### src/hdl/startup_consts.svh
// Purpose: constants for service node start-up and destination address filtering
// Assumes: 100 MHz clock; tick counts are programmable ports
// Notes: numbers live here, types live in startup_pkg
// How it works
// - local node id 0x3FFF means broadcast to every node.
// - local node id 0x3FFE means multicast; group chosen by connection id.
// - other ids are unicast; accept only when switch id and node id match.
// - node starts disconnected; hears beacons and sends promotion-needed frames.
// - switch table gains an entry for each beacon from an unrecorded switch, until all 8 entries are used or ST_WAIT is reached.
// - stay in the first band for at least the minimum band-scan time.
// - listen at least the beacon-listen time; random extension at most ten percent.
// - no beacon within listen interval triggers a promotion-needed broadcast.
// - promotion-needed frames use coded differential binary modulation before robust ones.
// - hearing others' promotion-needed frames lowers our own sending rate.
// - send one per max advert period at least, one per min period at most.
// - choosing a switch sends a registration request naming that switch.
// - switch ids are 8 bits, local node ids 14 bits, node id 22 bits.
// - local connection ids are 9 bits and select the multicast group.
`ifndef STARTUP_CONSTS_SVH
`define STARTUP_CONSTS_SVH
`define SWITCH_ID_W 8
`define LOCAL_NODE_ID_W 14
`define NODE_ID_W 22
`define LOCAL_CONN_ID_W 9
`define LOCAL_NODE_ID_BROADCAST 14'h3fff
`define LOCAL_NODE_ID_MULTICAST 14'h3ffe
`define TABLE_DEPTH 8
`define TABLE_IDX_W 3
`define TICK_W 32
`define BACKOFF_MAX 2'h3
`define EXT_MAX_SHIFT 8
`endif

### src/hdl/startup_pkg.sv
// Purpose: types for service node start-up
// Assumes: startup_consts.svh included first
// Notes: none
`include "startup_consts.svh"
package startup_pkg;
	typedef enum logic [2:0] {ST_SCAN, ST_LISTEN, ST_ADVERT, ST_REGISTER, ST_WAIT} phase_t;
	typedef enum logic [1:0] {DEST_NONE, DEST_BCAST, DEST_MCAST, DEST_UCAST} dest_kind_t;
	typedef struct packed {
		phase_t phase;
		logic [`TICK_W-1:0] scan_cnt;
		logic [`TICK_W-1:0] listen_cnt;
		logic [`TICK_W-1:0] adv_cnt;
		logic [1:0] backoff;
		logic robust;
		logic [`TABLE_DEPTH-1:0] valid;
		logic [`TABLE_DEPTH*`SWITCH_ID_W-1:0] sids;
		logic adv_pulse;
		logic reg_pulse;
		logic [`SWITCH_ID_W-1:0] reg_sid;
		dest_kind_t dest_kind;
		logic accept;
		logic [`LOCAL_CONN_ID_W-1:0] group;
		logic beacon_seen;
	} state_t;
endpackage : startup_pkg

### src/hdl/node_startup_addr_filter.sv
// Purpose: disconnected start-up sequencing and destination address classification
// Assumes: all inputs come from logic on clk; tick counts stable while running
// Notes: a band change is left to software, signalled by scan_done
`timescale 1ns/1ps
`include "startup_consts.svh"
module node_startup_addr_filter
	import startup_pkg::*;
(
	input wire logic clk, // 100 MHz clock
	input wire logic rst_b, // async reset, active low
	input wire logic ce, // clock enable, freezes state when low
	input wire logic connected, // registration accepted, leave disconnected state
	input wire logic [`TICK_W-1:0] scan_ticks, // min band-scan time in cycles
	input wire logic [`TICK_W-1:0] listen_ticks, // min beacon-listen time in cycles
	input wire logic [`TICK_W-1:0] listen_ext, // random listen extension in cycles
	input wire logic [`TICK_W-1:0] adv_min_ticks, // advert min period in cycles
	input wire logic [`TICK_W-1:0] adv_max_ticks, // advert max period in cycles
	input wire logic robust_ok, // device implements a robust modulation
	input wire logic beacon_valid, // beacon received this cycle
	input wire logic [`SWITCH_ID_W-1:0] beacon_sid, // switch id of received beacon
	input wire logic other_advert, // promotion-needed frame heard from another node
	input wire logic select_valid, // policy picks a table entry
	input wire logic [`TABLE_IDX_W-1:0] select_idx, // chosen table index
	input wire logic rx_valid, // received frame header valid
	input wire logic [`SWITCH_ID_W-1:0] rx_switch_id, // destination switch id
	input wire logic [`LOCAL_NODE_ID_W-1:0] rx_local_node_id, // destination local node id
	input wire logic [`LOCAL_CONN_ID_W-1:0] rx_local_connection_id, // frame connection id
	input wire logic [`NODE_ID_W-1:0] own_node_id, // our node id, switch id on top
	output logic disconnected, // node in disconnected state
	output logic scan_done, // min band-scan time met, band may change
	output logic promotion_needed_frame, // pulse: send promotion-needed broadcast
	output logic advert_robust, // 1: robust format, 0: coded diff binary
	output logic reg_req, // pulse: send registration request
	output logic [`SWITCH_ID_W-1:0] reg_switch_id, // switch named in request
	output logic [`TABLE_DEPTH-1:0] table_valid, // switch table entry valid flags
	output logic [1:0] dest_kind, // 1 bcast, 2 mcast, 3 unicast, 0 none
	output logic dest_accept, // frame is for this node
	output logic [`LOCAL_CONN_ID_W-1:0] dest_group // multicast group
);
	state_t s_r;
	state_t s_nxt;
	logic [`TABLE_DEPTH-1:0] hit;
	logic [`TABLE_DEPTH-1:0] free_oh;
	logic [`TICK_W-1:0] ext_cap;
	logic [`TICK_W-1:0] listen_lim;
	logic [`TICK_W-1:0] adv_lim;
	logic [`SWITCH_ID_W-1:0] own_sid;
	logic [`LOCAL_NODE_ID_W-1:0] own_local_node_id;

	assign own_sid = own_node_id[`NODE_ID_W-1 -: `SWITCH_ID_W];
	assign own_local_node_id = own_node_id[`LOCAL_NODE_ID_W-1:0];
	// cap at about a tenth; shift-add avoids a divider
	assign ext_cap = (listen_ticks >> 4) + (listen_ticks >> 5) + (listen_ticks >> 8);
	assign listen_lim = listen_ticks + ((listen_ext > ext_cap) ? ext_cap : listen_ext);
	// backoff doubles spacing from min, never past max
	always_comb
	begin
		logic [`TICK_W+3:0] scaled;
		scaled = {4'h0, adv_min_ticks} << s_r.backoff;
		if (scaled > {4'h0, adv_max_ticks})
			adv_lim = adv_max_ticks;
		else
			adv_lim = scaled[`TICK_W-1:0];
	end

	genvar g;
	generate
		for (g = 0; g < `TABLE_DEPTH; g++)
		begin : g_tab
			assign hit[g] = s_r.valid[g] && s_r.sids[g*`SWITCH_ID_W +: `SWITCH_ID_W] == beacon_sid;
			assign free_oh[g] = !s_r.valid[g] && ((s_r.valid | ((8'h01 << g) - 8'h01)) ==
				(s_r.valid | ((8'h01 << g) - 8'h01)) && &(s_r.valid | ~((8'h01 << g) - 8'h01)
				| (8'h01 << g)));
		end
	endgenerate

	always_comb
	begin
		s_nxt = s_r;
		s_nxt.adv_pulse = 1'b0;
		s_nxt.reg_pulse = 1'b0;
		if (s_r.scan_cnt < scan_ticks)
			s_nxt.scan_cnt = s_r.scan_cnt + 1'b1;
		if (s_r.adv_cnt != {`TICK_W{1'b1}})
			s_nxt.adv_cnt = s_r.adv_cnt + 1'b1;
		if (beacon_valid)
			s_nxt.beacon_seen = 1'b1;
		// only beacons fill the table, and only before ST_WAIT
		if (beacon_valid && s_r.phase != ST_WAIT && hit == '0 && free_oh != '0)
		begin
			s_nxt.valid = s_r.valid | free_oh;
			for (int i = 0; i < `TABLE_DEPTH; i++)
				if (free_oh[i])
					s_nxt.sids[i*`SWITCH_ID_W +: `SWITCH_ID_W] = beacon_sid;
		end
		if (other_advert && s_r.phase == ST_ADVERT && s_r.backoff != `BACKOFF_MAX)
			s_nxt.backoff = s_r.backoff + 2'h1;
		case (s_r.phase)
			ST_SCAN:
			begin
				s_nxt.listen_cnt = '0;
				if (s_r.scan_cnt >= scan_ticks)
					s_nxt.phase = ST_LISTEN;
			end
			ST_LISTEN:
			begin
				s_nxt.listen_cnt = s_r.listen_cnt + 1'b1;
				if (s_r.beacon_seen || beacon_valid)
					s_nxt.phase = ST_REGISTER;
				else if (s_r.listen_cnt >= listen_lim)
				begin
					s_nxt.phase = ST_ADVERT;
					s_nxt.adv_pulse = 1'b1;
					s_nxt.adv_cnt = '0;
				end
			end
			ST_ADVERT:
			begin
				if (select_valid && s_r.valid[select_idx])
					s_nxt.phase = ST_REGISTER;
				else if (s_r.adv_cnt >= adv_lim && s_r.adv_cnt >= adv_min_ticks)
				begin
					s_nxt.adv_pulse = 1'b1;
					s_nxt.adv_cnt = '0;
					s_nxt.robust = robust_ok; // first frame always coded binary
				end
			end
			ST_REGISTER:
			begin
				if (select_valid && s_r.valid[select_idx])
				begin
					s_nxt.reg_pulse = 1'b1;
					s_nxt.reg_sid = s_r.sids[select_idx*`SWITCH_ID_W +: `SWITCH_ID_W];
					s_nxt.phase = ST_WAIT;
				end
			end
			ST_WAIT: ;
			default: s_nxt.phase = ST_SCAN;
		endcase
		if (connected)
			s_nxt.phase = ST_WAIT;
		// frame classification
		s_nxt.dest_kind = DEST_NONE;
		s_nxt.accept = 1'b0;
		s_nxt.group = '0;
		if (rx_valid)
		begin
			if (rx_local_node_id == `LOCAL_NODE_ID_BROADCAST)
			begin
				s_nxt.dest_kind = DEST_BCAST;
				s_nxt.accept = 1'b1;
			end
			else if (rx_local_node_id == `LOCAL_NODE_ID_MULTICAST)
			begin
				s_nxt.dest_kind = DEST_MCAST;
				s_nxt.accept = 1'b1;
				s_nxt.group = rx_local_connection_id;
			end
			else
			begin
				s_nxt.dest_kind = DEST_UCAST;
				s_nxt.accept = rx_switch_id == own_sid && rx_local_node_id == own_local_node_id;
			end
		end
	end

	always_ff @(posedge clk or negedge rst_b)
	begin
		if (!rst_b)
		begin
			s_r <= '0;
			s_r.phase <= ST_SCAN;
		end
		else if (ce)
			s_r <= s_nxt;
	end

	assign disconnected = s_r.phase != ST_WAIT || !connected;
	assign scan_done = s_r.scan_cnt >= scan_ticks;
	assign promotion_needed_frame = s_r.adv_pulse;
	assign advert_robust = s_r.robust;
	assign reg_req = s_r.reg_pulse;
	assign reg_switch_id = s_r.reg_sid;
	assign table_valid = s_r.valid;
	assign dest_kind = s_r.dest_kind;
	assign dest_accept = s_r.accept;
	assign dest_group = s_r.group;

	first_coded_a: assert property (@(posedge clk) disable iff (!rst_b)
		$rose(s_r.phase == ST_ADVERT) |-> !advert_robust)
		else $error("first advert not coded binary");
	bcast_accept_a: assert property (@(posedge clk) disable iff (!rst_b)
		ce && rx_valid && rx_local_node_id == `LOCAL_NODE_ID_BROADCAST |=> dest_kind == 2'h1 && dest_accept)
		else $error("broadcast not accepted");
	mcast_group_a: assert property (@(posedge clk) disable iff (!rst_b)
		ce && rx_valid && rx_local_node_id == `LOCAL_NODE_ID_MULTICAST
		|=> dest_kind == 2'h2 && dest_group == $past(rx_local_connection_id))
		else $error("multicast group wrong");
	ucast_match_a: assert property (@(posedge clk) disable iff (!rst_b)
		ce && rx_valid && rx_local_node_id < `LOCAL_NODE_ID_MULTICAST && rx_switch_id != own_sid
		|=> dest_kind == 2'h3 && !dest_accept)
		else $error("foreign unicast accepted");
	reg_names_a: assert property (@(posedge clk) disable iff (!rst_b)
		reg_req |-> table_valid != '0)
		else $error("registration without switch");
	advert_space_a: assert property (@(posedge clk) disable iff (!rst_b)
		promotion_needed_frame && ce |=> !promotion_needed_frame)
		else $error("adverts back to back");
	scan_first_a: assert property (@(posedge clk) disable iff (!rst_b)
		s_r.phase == ST_LISTEN && $past(s_r.phase) == ST_SCAN |-> $past(scan_done))
		else $error("scan cut short");
	listen_min_a: assert property (@(posedge clk) disable iff (!rst_b)
		$rose(promotion_needed_frame) && $past(s_r.phase) == ST_LISTEN
		|-> $past(s_r.listen_cnt) >= listen_ticks)
		else $error("listen cut short");
endmodule : node_startup_addr_filter

### config.mk
export PLATFORM = sky130hd
export DESIGN_NAME = node_startup_addr_filter
export DESIGN_NICKNAME = d
export VERILOG_FILES = /design/src/hdl/startup_pkg.sv /design/src/hdl/node_startup_addr_filter.sv
export VERILOG_INCLUDE_DIRS = /design/src /design/src/hdl
export SDC_FILE = /design/constraint.sdc
export NUM_CORES = 1
export LEC_CHECK = 0
export ABC_CLOCK_PERIOD_IN_PS = 8600
export BUFFER_PORTS_ARGS = -buffer_cell sky130_fd_sc_hd__buf_2
export CELL_PAD_IN_SITES_DETAIL_PLACEMENT = 1
export CELL_PAD_IN_SITES_GLOBAL_PLACEMENT = 1
export CORE_MARGIN = 2
export CORE_UTILIZATION = 39
export DETAILED_ROUTE_END_ITERATION = 10
export MAX_ROUTING_LAYER = met4
export PLACE_DENSITY_LB_ADDON = 0.15
export RECOVER_POWER = 50
export SYNTH_ARGS = -nofsm -noshare
export SYNTH_HDL_FRONTEND = slang
export SYNTH_SLANG_ARGS = --single-unit
### constraint.sdc
create_clock -name clk -period 8.6 [get_ports clk]
set_clock_uncertainty 0.2 [all_clocks]
set_input_delay 1.29 -clock clk [delete_from_list [all_inputs] [get_ports clk]]
set_output_delay 1.29 -clock clk [all_outputs]
set_load 0.01 [all_outputs]
* Word level (Yosys, flattened, before mapping) *
Index checks and enable logic that the tools add are counted.

word-level totals
  flip-flop bits (word level) = 197
  input port bits = 233
  output and inout bits = 33
  logic and storage cells = 156

cells by class
  add/subtract/negate cells = 7
  muxes and demuxes = 30
  shift-type cells = 2
  reduce and logical (&&, ||, !) cells = 60
  equal/unequal tests = 24
  bitwise operators = 3
  $lt $le $gt $ge = 8

operators with widths
  operator                                                          number
  32-bit two-way mux                                                7
  32-bit greater-or-equal comparator                                4
  32-bit case mux with 2 select lines                               2
  32-bit by 1-bit adder with 32-bit output (second input constant)  3
  8-bit equality test                                               9
  64-bit by 7-bit variable part select with 8-bit output            1
  36-bit by 32-bit > comparator with 1-bit output                   1
  9-bit two-way mux                                                 4
  32-bit by 2-bit << shifter with 36-bit output                     1
  32-bit adder                                                      1
  32-bit by 30-bit > comparator with 1-bit output                   1
  32-bit < comparator                                               1
  32-bit != test (second input constant)                            1
  29-bit by 24-bit adder with 30-bit output                         1
  3-bit AND reduction                                               10
  28-bit by 27-bit adder with 29-bit output                         1
  14-bit equality test (second input constant)                      2
  1-bit logical AND                                                 23
  3-bit two-way mux                                                 7
  3-bit case mux with 5 select lines                                1
  14-bit equality test                                              1
  12-bit two-way mux                                                1
  2-bit AND reduction                                               6
  6-bit AND reduction                                               2
  24 further kinds                                                  43

* Logic depth before layout (Yosys ltp) *
Gate-level depths: netlist of run 1.

  depth after elaboration = 10
  mapped depth = 48
  gate-level depth less buffers = 44

* Least setup slack after synthesis of run 1 *
Ideal clock, no wire load.

  path type = input -> register
  start = in listen_ticks[11]
  end = reg s_r[119] (netlist bit)
  path buffers = 4
  arrival time = 9.297 ns
  slack = -1.019 ns
  library setup time = 0.121 ns
  data required time = 8.279 ns
  stages = 46
  cells stage by stage = fa_1 -> ha_1 -> a21o_1 -> a21o_1 -> a21oi_1 -> o221a_2 -> o21ai_0 -> a31oi_1 -> o31ai_1 -> xnor2_1 -> ha_1 -> and3_1 -> nand3_1 -> nor4_1 -> nand4_1 -> a21boi_0 -> a31oi_1 -> a21bo_2 -> (+10 left out) -> a211o_1 -> nand2_1 -> o41a_1 -> a211oi_1 -> a21oi_1 -> xnor2_1 -> ha_1 -> nand2_1 -> nor2_1 -> o21ai_0 -> o221ai_1 -> a21oi_1 -> o21ai_0 -> nand2_1 -> a21oi_1 -> buf_2 -> buf_2 -> nor2_1

on the way
  word-level cells in the longest chain between the ends = 9

RTL lines
  item                                             RTL line                         text
  start, declared                                  node_startup_addr_filter.sv:14   input wire logic [`TICK_W-1:0] listen_ticks,
  28-bit by 27-bit adder with 29-bit output        node_startup_addr_filter.sv:53   assign ext_cap = (listen_ticks >> 4) + (listen_ticks >> 5) + (listen_ticks >> 8);
  29-bit by 24-bit adder with 30-bit output        node_startup_addr_filter.sv:53
  32-bit by 30-bit > comparator with 1-bit output  node_startup_addr_filter.sv:54   assign listen_lim = listen_ticks + ((listen_ext > ext_cap) ? ext_cap : listen_ext);
  32-bit two-way mux                               node_startup_addr_filter.sv:54
  32-bit adder (*)                                 node_startup_addr_filter.sv:54
  32-bit greater-or-equal comparator (*)           node_startup_addr_filter.sv:110  else if (s_r.listen_cnt >= listen_lim)
  32-bit two-way mux (*)                           node_startup_addr_filter.sv:110
  32-bit two-way mux (*)                           node_startup_addr_filter.sv:108  if (s_r.beacon_seen || beacon_valid)
  32-bit case mux with 2 select lines (*)          node_startup_addr_filter.sv:98   case (s_r.phase)
  end signal, assigned                             node_startup_addr_filter.sv:175  s_r <= s_nxt;
  end, declared                                    node_startup_addr_filter.sv:40   state_t s_r;

Mark *: on every way between the ends. The rest lies on a longest branch, timed or not.
A chain may end at the register's enable or synchronous reset.

* Final worst setup path of run 1 *
  start = in listen_ticks[20]
  end = reg s_r[122] (netlist bit)

Same word-level chain as after synthesis.

==> results of run 1 <==
kinds of logic (layout without fill, tap and decap cells):
logic type / count (synthesis) / in the layout
xor+xnor: 222 / 222
simple gates: 550 / 550
compound gates: 389 / 391
other cells: 1 / 6
flops: 197 / 197
buf+inv: 246 / 733
mux: 180 / 180
fa+ha+maj: 280 / 280
layout by cell type (no fill, tap or decap), types with 17 or more instances in the layout:
cell type  synthesis  routed
a21oi_2            2      22
mux2i_1           67      63
fa_1              26      23
nand2b_1          20      19
a21o_1            86      86
buf_2              8     228
nor2_1           136     113
and3_1            31      28
nand3_1           63      60
nand4_1           71      71
mux4_2            45      45
inv_1            164     161
clkbuf_1          25      31
xnor2_1          104     103
ha_1             254     241
nor3_1            37      33
o21a_1            19      19
o21ai_0           68      51
clkbuf_16          0      17
xor2_1           118     118
mux2_2            68      67
dfrtp_1          197     196
nand2_1          109     104
a21oi_1          101      78
buf_4             42     256
sequential cells by signal, indices dropped and copies added (netlist names):
signal                  flops
promotion_needed_frame      1
table_valid                 8
dest_group                  9
reg_req                     1
s_r                       166
advert_robust               1
reg_switch_id               8
dest_accept                 1
dest_kind                   2
final timing paths:
path	from	depth (start not counted)	end
max	listen_ticks[20]	46	s_r[122]$_DFFE_PN0P_
max in group asynchronous	rst_b	2	table_valid[1]$_DFFE_PN0P_
min reg2reg	s_r[193]$_DFFE_PN0P_	1	s_r[193]$_DFFE_PN0P_
max reg2reg	s_r[96]$_DFFE_PN0P_	24	s_r[126]$_DFFE_PN0P_
min in group asynchronous	rst_b	1	s_r[192]$_DFFE_PN0P_
min	s_r[193]$_DFFE_PN0P_	1	s_r[193]$_DFFE_PN0P_
through the flow:
stage          cells  setup WS (ns)  setup TNS (ns)  cell area [um2]  power [mW]
2_1_floorplan   2066         -0.386          -11.05            19700        2.68
3_3_place_gp    3153          -1.53          -51.45            23100        3.56
3_5_place_dp    3153          -1.93          -65.03            23100        3.67
4_1_cts         3211         -0.578          -16.66            24400        4.70
5_1_grt         3223          -1.11          -37.04            24700        5.12
6_report        3223         -0.695          -21.40            24700        4.74
report_power, final:
group / switching, mW / leakage (nW) / internal [mW]
logic: 1.27 / 9.82 / 1.38
registers: 0.170 / 2.59 / 1.07
clock network: 0.400 / 0.302 / 0.456
area by class of cell:
class / count / area (um2)
multi-input combinational: 1625 / 14200
inverter: 164 / 616
sequential: 197 / 4930
clock inverter: 12 / 163
antenna: 4 / 10.0
timing repair buffer: 538 / 3480
fill: 5725 / 24400
tap: 664 / 831
clock buffer: 19 / 453
layer usage:
| metal | GRT usage (%) | routed length (um) |
|---|---|---|
| met1 | 29.6 | 26900 |
| met2 | 43.2 | 31600 |
| met3 | 2.52 | 1090 |
| met4 | 6.70 | 1060 |
| met5 | - | 0 |
timing repair:
action / CTS / global route
setup endpoints to repair: 36 / 36
cloned: 3 / 0
pin swaps: 71 / 50
gates resized for setup: 91 / 78
buffers inserted: 25 / 12
==> impl_metrics.toml, run 1 <==
[run_status]
outcome = "finished, violations left"
violations = "max-capacitance violations, max-slew violations, negative setup slack"

[logic_synthesis]
async_flop_share_pct = 100
synth_area_mm2 = 0.0195
synthMuxAreaShare_pct = 12.6
yosys.cell_types.count = 74
yosys_warnings = 0
ys_seq_elements = 197
avgSynthCellArea_um2 = 9.43
synth_simple_gate_area_share_pct = 14.3
synth-compound-area-share_pct = 13.2
synth_top_family_by_area = "adder cells"
synthAdderAreaFrac_pct = 19.0
synth_xor_area_share_pct = 9.98
synth_flop_cell = "dfrtp_1"
synth_common_cells = "ha_1 (254), dfrtp_1 (197), inv_1 (164), nor2_1 (136), xor2_1 (118)"
synth.area.top_cells = "dfrtp_1 (25%), ha_1 (16%), xor2_1 (5.3%), mux4_2 (5.2%), xnor2_1 (4.7%)"
postSynthCellCount = 2065
synth_top_area_cell = "dfrtp_1"
synth.top_cell.area_share_pct = 25.3
synth-edff-count = 0
seq_area_frac_synth_pct = 25.3
yosysMostFrequentCell = "ha_1"

[routing]
drt-total-wl_um = 60600
routedWlPerCell_um = 18.8
drt_iter0_drc = 564
vias = 17400
firstDrtPassIters = 5
antenna_left = 0
avgViaCountPerCell = 5.39
drc = 0

[global_route]
grt_usage_pct = 24.5
grt_pass1_wl_um = 97900
gr-total-overflow = 0
antenna_found_initial = 4
grt_pass1_vias = 18800
grt_max_degree = 80

[power]
ir_worst_vdd_v = 0.000206
p_per_area_mw_per_mm2 = 192
power.leakage_nw = 12.7

[die]
die-area_mm2 = 0.0517
core_area_mm2 = 0.0492
die_h_um = 227
initial_core_util_pct = 39.6
die_w_um = 227
num_rows = 81
ios = 266

[clocking]
clock_latency_ns = 0.47
cts_tree = "yes"
cts_max_path_buffers = 2
root_buffer = "clkbuf_16"
cts-hold-fix-buffers = 0
htreeDepth = 4
numCtsBuffers = 17
path_clk_slew_ns = 0.08
clock_sinks = 197

[timing]
relSlewSlack_pct = -189
whs_ns = 0.287
finalSetupViolations = 36
worst_pin_slew_ns = 4.34
clock.fmax_ghz = 0.108
rsz0062_at_grt = "yes"
fin_ws_ns = -0.695
fin_crit_ns = 9.30
fin_crit_sh_pct = 108
drv_slew = 202
hold_violations = 0

[worst_setup_path]
ff2ff_setup_slack_ns = 1.58
critPathTopFamily = "compound AO/OA/AOI/OAI gates"
crit_type = "primary input to register"
critPathCaptureType = "register"
cp.arrival_ns = 9.45
cp_slowest_cell = "fa_1"
slowest_delay_ns = 0.59
cp-start-kind = "primary input"
cp_num_buf_inv = 9
cpMostUsedCell = "buf_4"
cp.required_ns = 8.76
path_max_fanout = 6

[layout]
drive_above_1_share_pct = 31.5
fin_util_pct = 50.3
final_nets = 3056
area_growth_pct = 27.0

[placement]
io_buffers = 265
hpwl_um = 48500
gp_congestion = 0.907

[flow_run]
cap_violations = 3

[worst_hold_path]
hold_class = "register to register"
Power figures use the tool's default switching activity.
==> run 2, diff against run 1 <==
--- a/config.mk
+++ b/config.mk
@@ -6,6 +6,7 @@
 export SDC_FILE = /design/constraint.sdc
 export NUM_CORES = 1
 export LEC_CHECK = 0
+export ABC_AREA = 1
 export ABC_CLOCK_PERIOD_IN_PS = 8600
 export BUFFER_PORTS_ARGS = -buffer_cell sky130_fd_sc_hd__buf_2
 export CELL_PAD_IN_SITES_DETAIL_PLACEMENT = 1
==> run 2 against run 1 <==
  * The run ends with max-capacitance violations, max-slew violations left
  * Global-route usage grew 3.2 points
  * Routed wire length grew 32%
  * Die area is 14% higher
  * Via count is 37% higher
  * Synthesized cell count is 64% higher
  * Cell count increased by 38%
  * Register-to-register slack gained 0.64 ns
  * Critical path type unchanged
  * Largest cell class unchanged
==> impl_metrics.toml, run 2 <==
[logic_synthesis]
seq_area_frac_synth_pct = 22.2
yosys_warnings = 0
synth_common_cells = "nand2_1 (927), inv_1 (459), nor2_1 (268), ha_1 (254), o21ai_0 (237)"
synth-edff-count = 0
synth_flop_cell = "dfrtp_1"
synth.top_cell.area_share_pct = 22.2
synth_top_area_cell = "dfrtp_1"
yosysMostFrequentCell = "nand2_1"
synth.area.top_cells = "dfrtp_1 (22%), nand2_1 (16%), ha_1 (14%), inv_1 (7.7%), o21ai_0 (5.3%)"
synth_area_mm2 = 0.0222
ys_seq_elements = 197
yosys.cell_types.count = 52
avgSynthCellArea_um2 = 6.58
postSynthCellCount = 3381
async_flop_share_pct = 100

[worst_setup_path]
crit_type = "primary input to register"
cp_slowest_cell = "fa_1"
cpMostUsedCell = "nand2_1"
cp.required_ns = 8.78
path_max_fanout = 7
cp-start-kind = "primary input"
slowest_delay_ns = 0.54
cp.arrival_ns = 8.49
critPathCaptureType = "register"

[clocking]
htreeDepth = 4
cts_max_path_buffers = 2
root_buffer = "clkbuf_16"
cts_tree = "yes"
clock_sinks = 197
path_clk_slew_ns = 0.08
numCtsBuffers = 17
clock_latency_ns = 0.50

[timing]
fin_ws_ns = 0.290
fin_crit_ns = 8.31
finalSetupViolations = 0
fin_crit_sh_pct = 96.6
clock.fmax_ghz = 0.120
tns_ns = 0
worst_pin_slew_ns = 4.34
relSlewSlack_pct = -189
drv_slew = 202
hold_violations = 0

[routing]
avgViaCountPerCell = 5.35
firstDrtPassIters = 5
routedWlPerCell_um = 18.0
antenna_left = 0
drt_iter0_drc = 1083
drt-total-wl_um = 80200
drc = 0
vias = 23900

[layout]
area_growth_pct = 15.2
final_nets = 4198
fill_cells = 7577
instances_no_fill = 4455
layout_commonest_cell = "nand2_1"
top_register = "s_r"
largest_reg_flops = 166
mostFrequentLayoutCells = "nand2_1 (919), inv_1 (459), nor2_1 (263)"
fin_util_pct = 45.4
drive_above_1_share_pct = 13.1

[power]
power_mw = 4.56
power.leakage_nw = 13.4
clkPwrFrac_pct = 18.6
sw_frac_of_total_pct = 46.4
comb_power_share_pct = 55.7
p_sw_mw = 2.12
seqPwrFrac_pct = 25.6
ir_worst_vdd_v = 0.000114
p_per_area_mw_per_mm2 = 178
intPower_mw = 2.45

[global_route]
grt_pass1_wl_um = 129000
grt_max_degree = 75
gr-total-overflow = 0
grt_usage_pct = 27.7
grt_pass1_vias = 24900
antenna_found_initial = 1

[die]
core_area_mm2 = 0.0564
initial_core_util_pct = 39.4
die_h_um = 243
die_w_um = 243
die-area_mm2 = 0.0589
ios = 266
num_rows = 87

[placement]
hpwl_um = 65200
place_inst = 4413
io_buffers = 265
gp_congestion = 0.944
dp_slack_ns = -0.566

[flow_run]
cap_violations = 3

[run_status]
violations = "max-capacitance violations, max-slew violations"
outcome = "finished, violations left"

[worst_hold_path]
hold_class = "register to register"
run 2: changes by cell type after synthesis, sizes merged, moves of 54 or more:
| cell | previous run | this run |
|---|---|---|
| a21oi | 103 | 198 |
| nand3 | 64 | 162 |
| mux2 | 68 | 0 |
| nand2 | 109 | 929 |
| mux2i | 67 | 1 |
| inv | 164 | 470 |
| xnor2 | 104 | 50 |
| o21ai | 69 | 266 |
| a21o | 86 | 14 |
| nor2 | 137 | 275 |
run 2: path summary, 6_finish.rpt:
path | from | end | slack (ns) | cells after the start
max | listen_ticks[5] | s_r[100]$_DFFE_PN0P_ | 0.29 | 50
min | s_r[0]$_DFFE_PN0P_ | s_r[0]$_DFFE_PN0P_ | 0.27 | 2
max reg2reg | s_r[96]$_DFFE_PN0P_ | s_r[100]$_DFFE_PN0P_ | 2.22 | 28
min reg2reg | s_r[0]$_DFFE_PN0P_ | s_r[0]$_DFFE_PN0P_ | 0.27 | 2
max in group asynchronous | rst_b | s_r[132]$_DFFE_PN0P_ | 2.70 | 2
min in group asynchronous | rst_b | s_r[112]$_DFFE_PN0P_ | 2.15 | 1
run 2: area by class of cell:
class / count / area, um2 / area share, %
Clock inverter: 14 / 171 / 0.669
Inverter: 476 / 1790 / 6.97
Sequential cell: 197 / 4930 / 19.2
Clock buffer: 18 / 439 / 1.71
Multi-Input combinational cell: 2600 / 15100 / 58.8
Tap cell: 756 / 946 / 3.69
Antenna cell: 1 / 2.50 / 0.00977
Timing Repair Buffer: 393 / 2290 / 8.93
run 2: kinds of logic after synthesis:
logic type                 count (synthesis)  share of synthesized area, %
muxes                                      1                        0.0450
and+or+nand+nor                         1626                          31.3
DFF                                      197                          22.2
other                                      1                        0.0169
buffers and inverters                    586                          10.8
adders and majority gates                280                          16.6
AOI/OAI and AO/OA                        551                          13.5
xor gates and xnor gates                 139                          5.47
run 2: metrics by stage:
step,cell area (um2),hold WS (ns)
floorplan,22200,0.225
global placement,24800,0.246
detailed placement,24800,0.253
CTS,25400,0.273
global route,25600,0.305
finish,25600,0.270
run 2: power by group through the flow:
stage               registers (mW)  clock network, mW  logic (mW)
floorplan                     1.13                  0        1.57
detailed placement            1.19                  0        2.48
global placement              1.18                  0        2.37
global route                  1.19              0.907        2.87
CTS                           1.17              0.872        2.50
finish                        1.17              0.849        2.54
run 2: critical path, delay by kind of cell:
kind                     cells  cell delay (ns)
AO/OA/AOI/OAI                6             1.07
AND/OR/NAND/NOR             26             2.61
buffers and inverters       12             1.38
adder cells (fa/ha/maj)      6             2.07
run 2: repair_timing:
item / in CTS / in global routing
gates resized for setup: 1 / 48
cloned: 0 / 4
setup buffers: 0 / 5
hold buffers: 0 / 0
pin swaps: 0 / 16
endpoints found under the setup margin: 32 / 36
run 2: metal layers:
layer	up-vias	wire, um	GRT usage, %
li1	11700	-	-
met1	11600	35400	33.6
met2	406	40900	49.1
met3	114	2290	2.53
met4	0	1690	7.20
met5	-	0	-
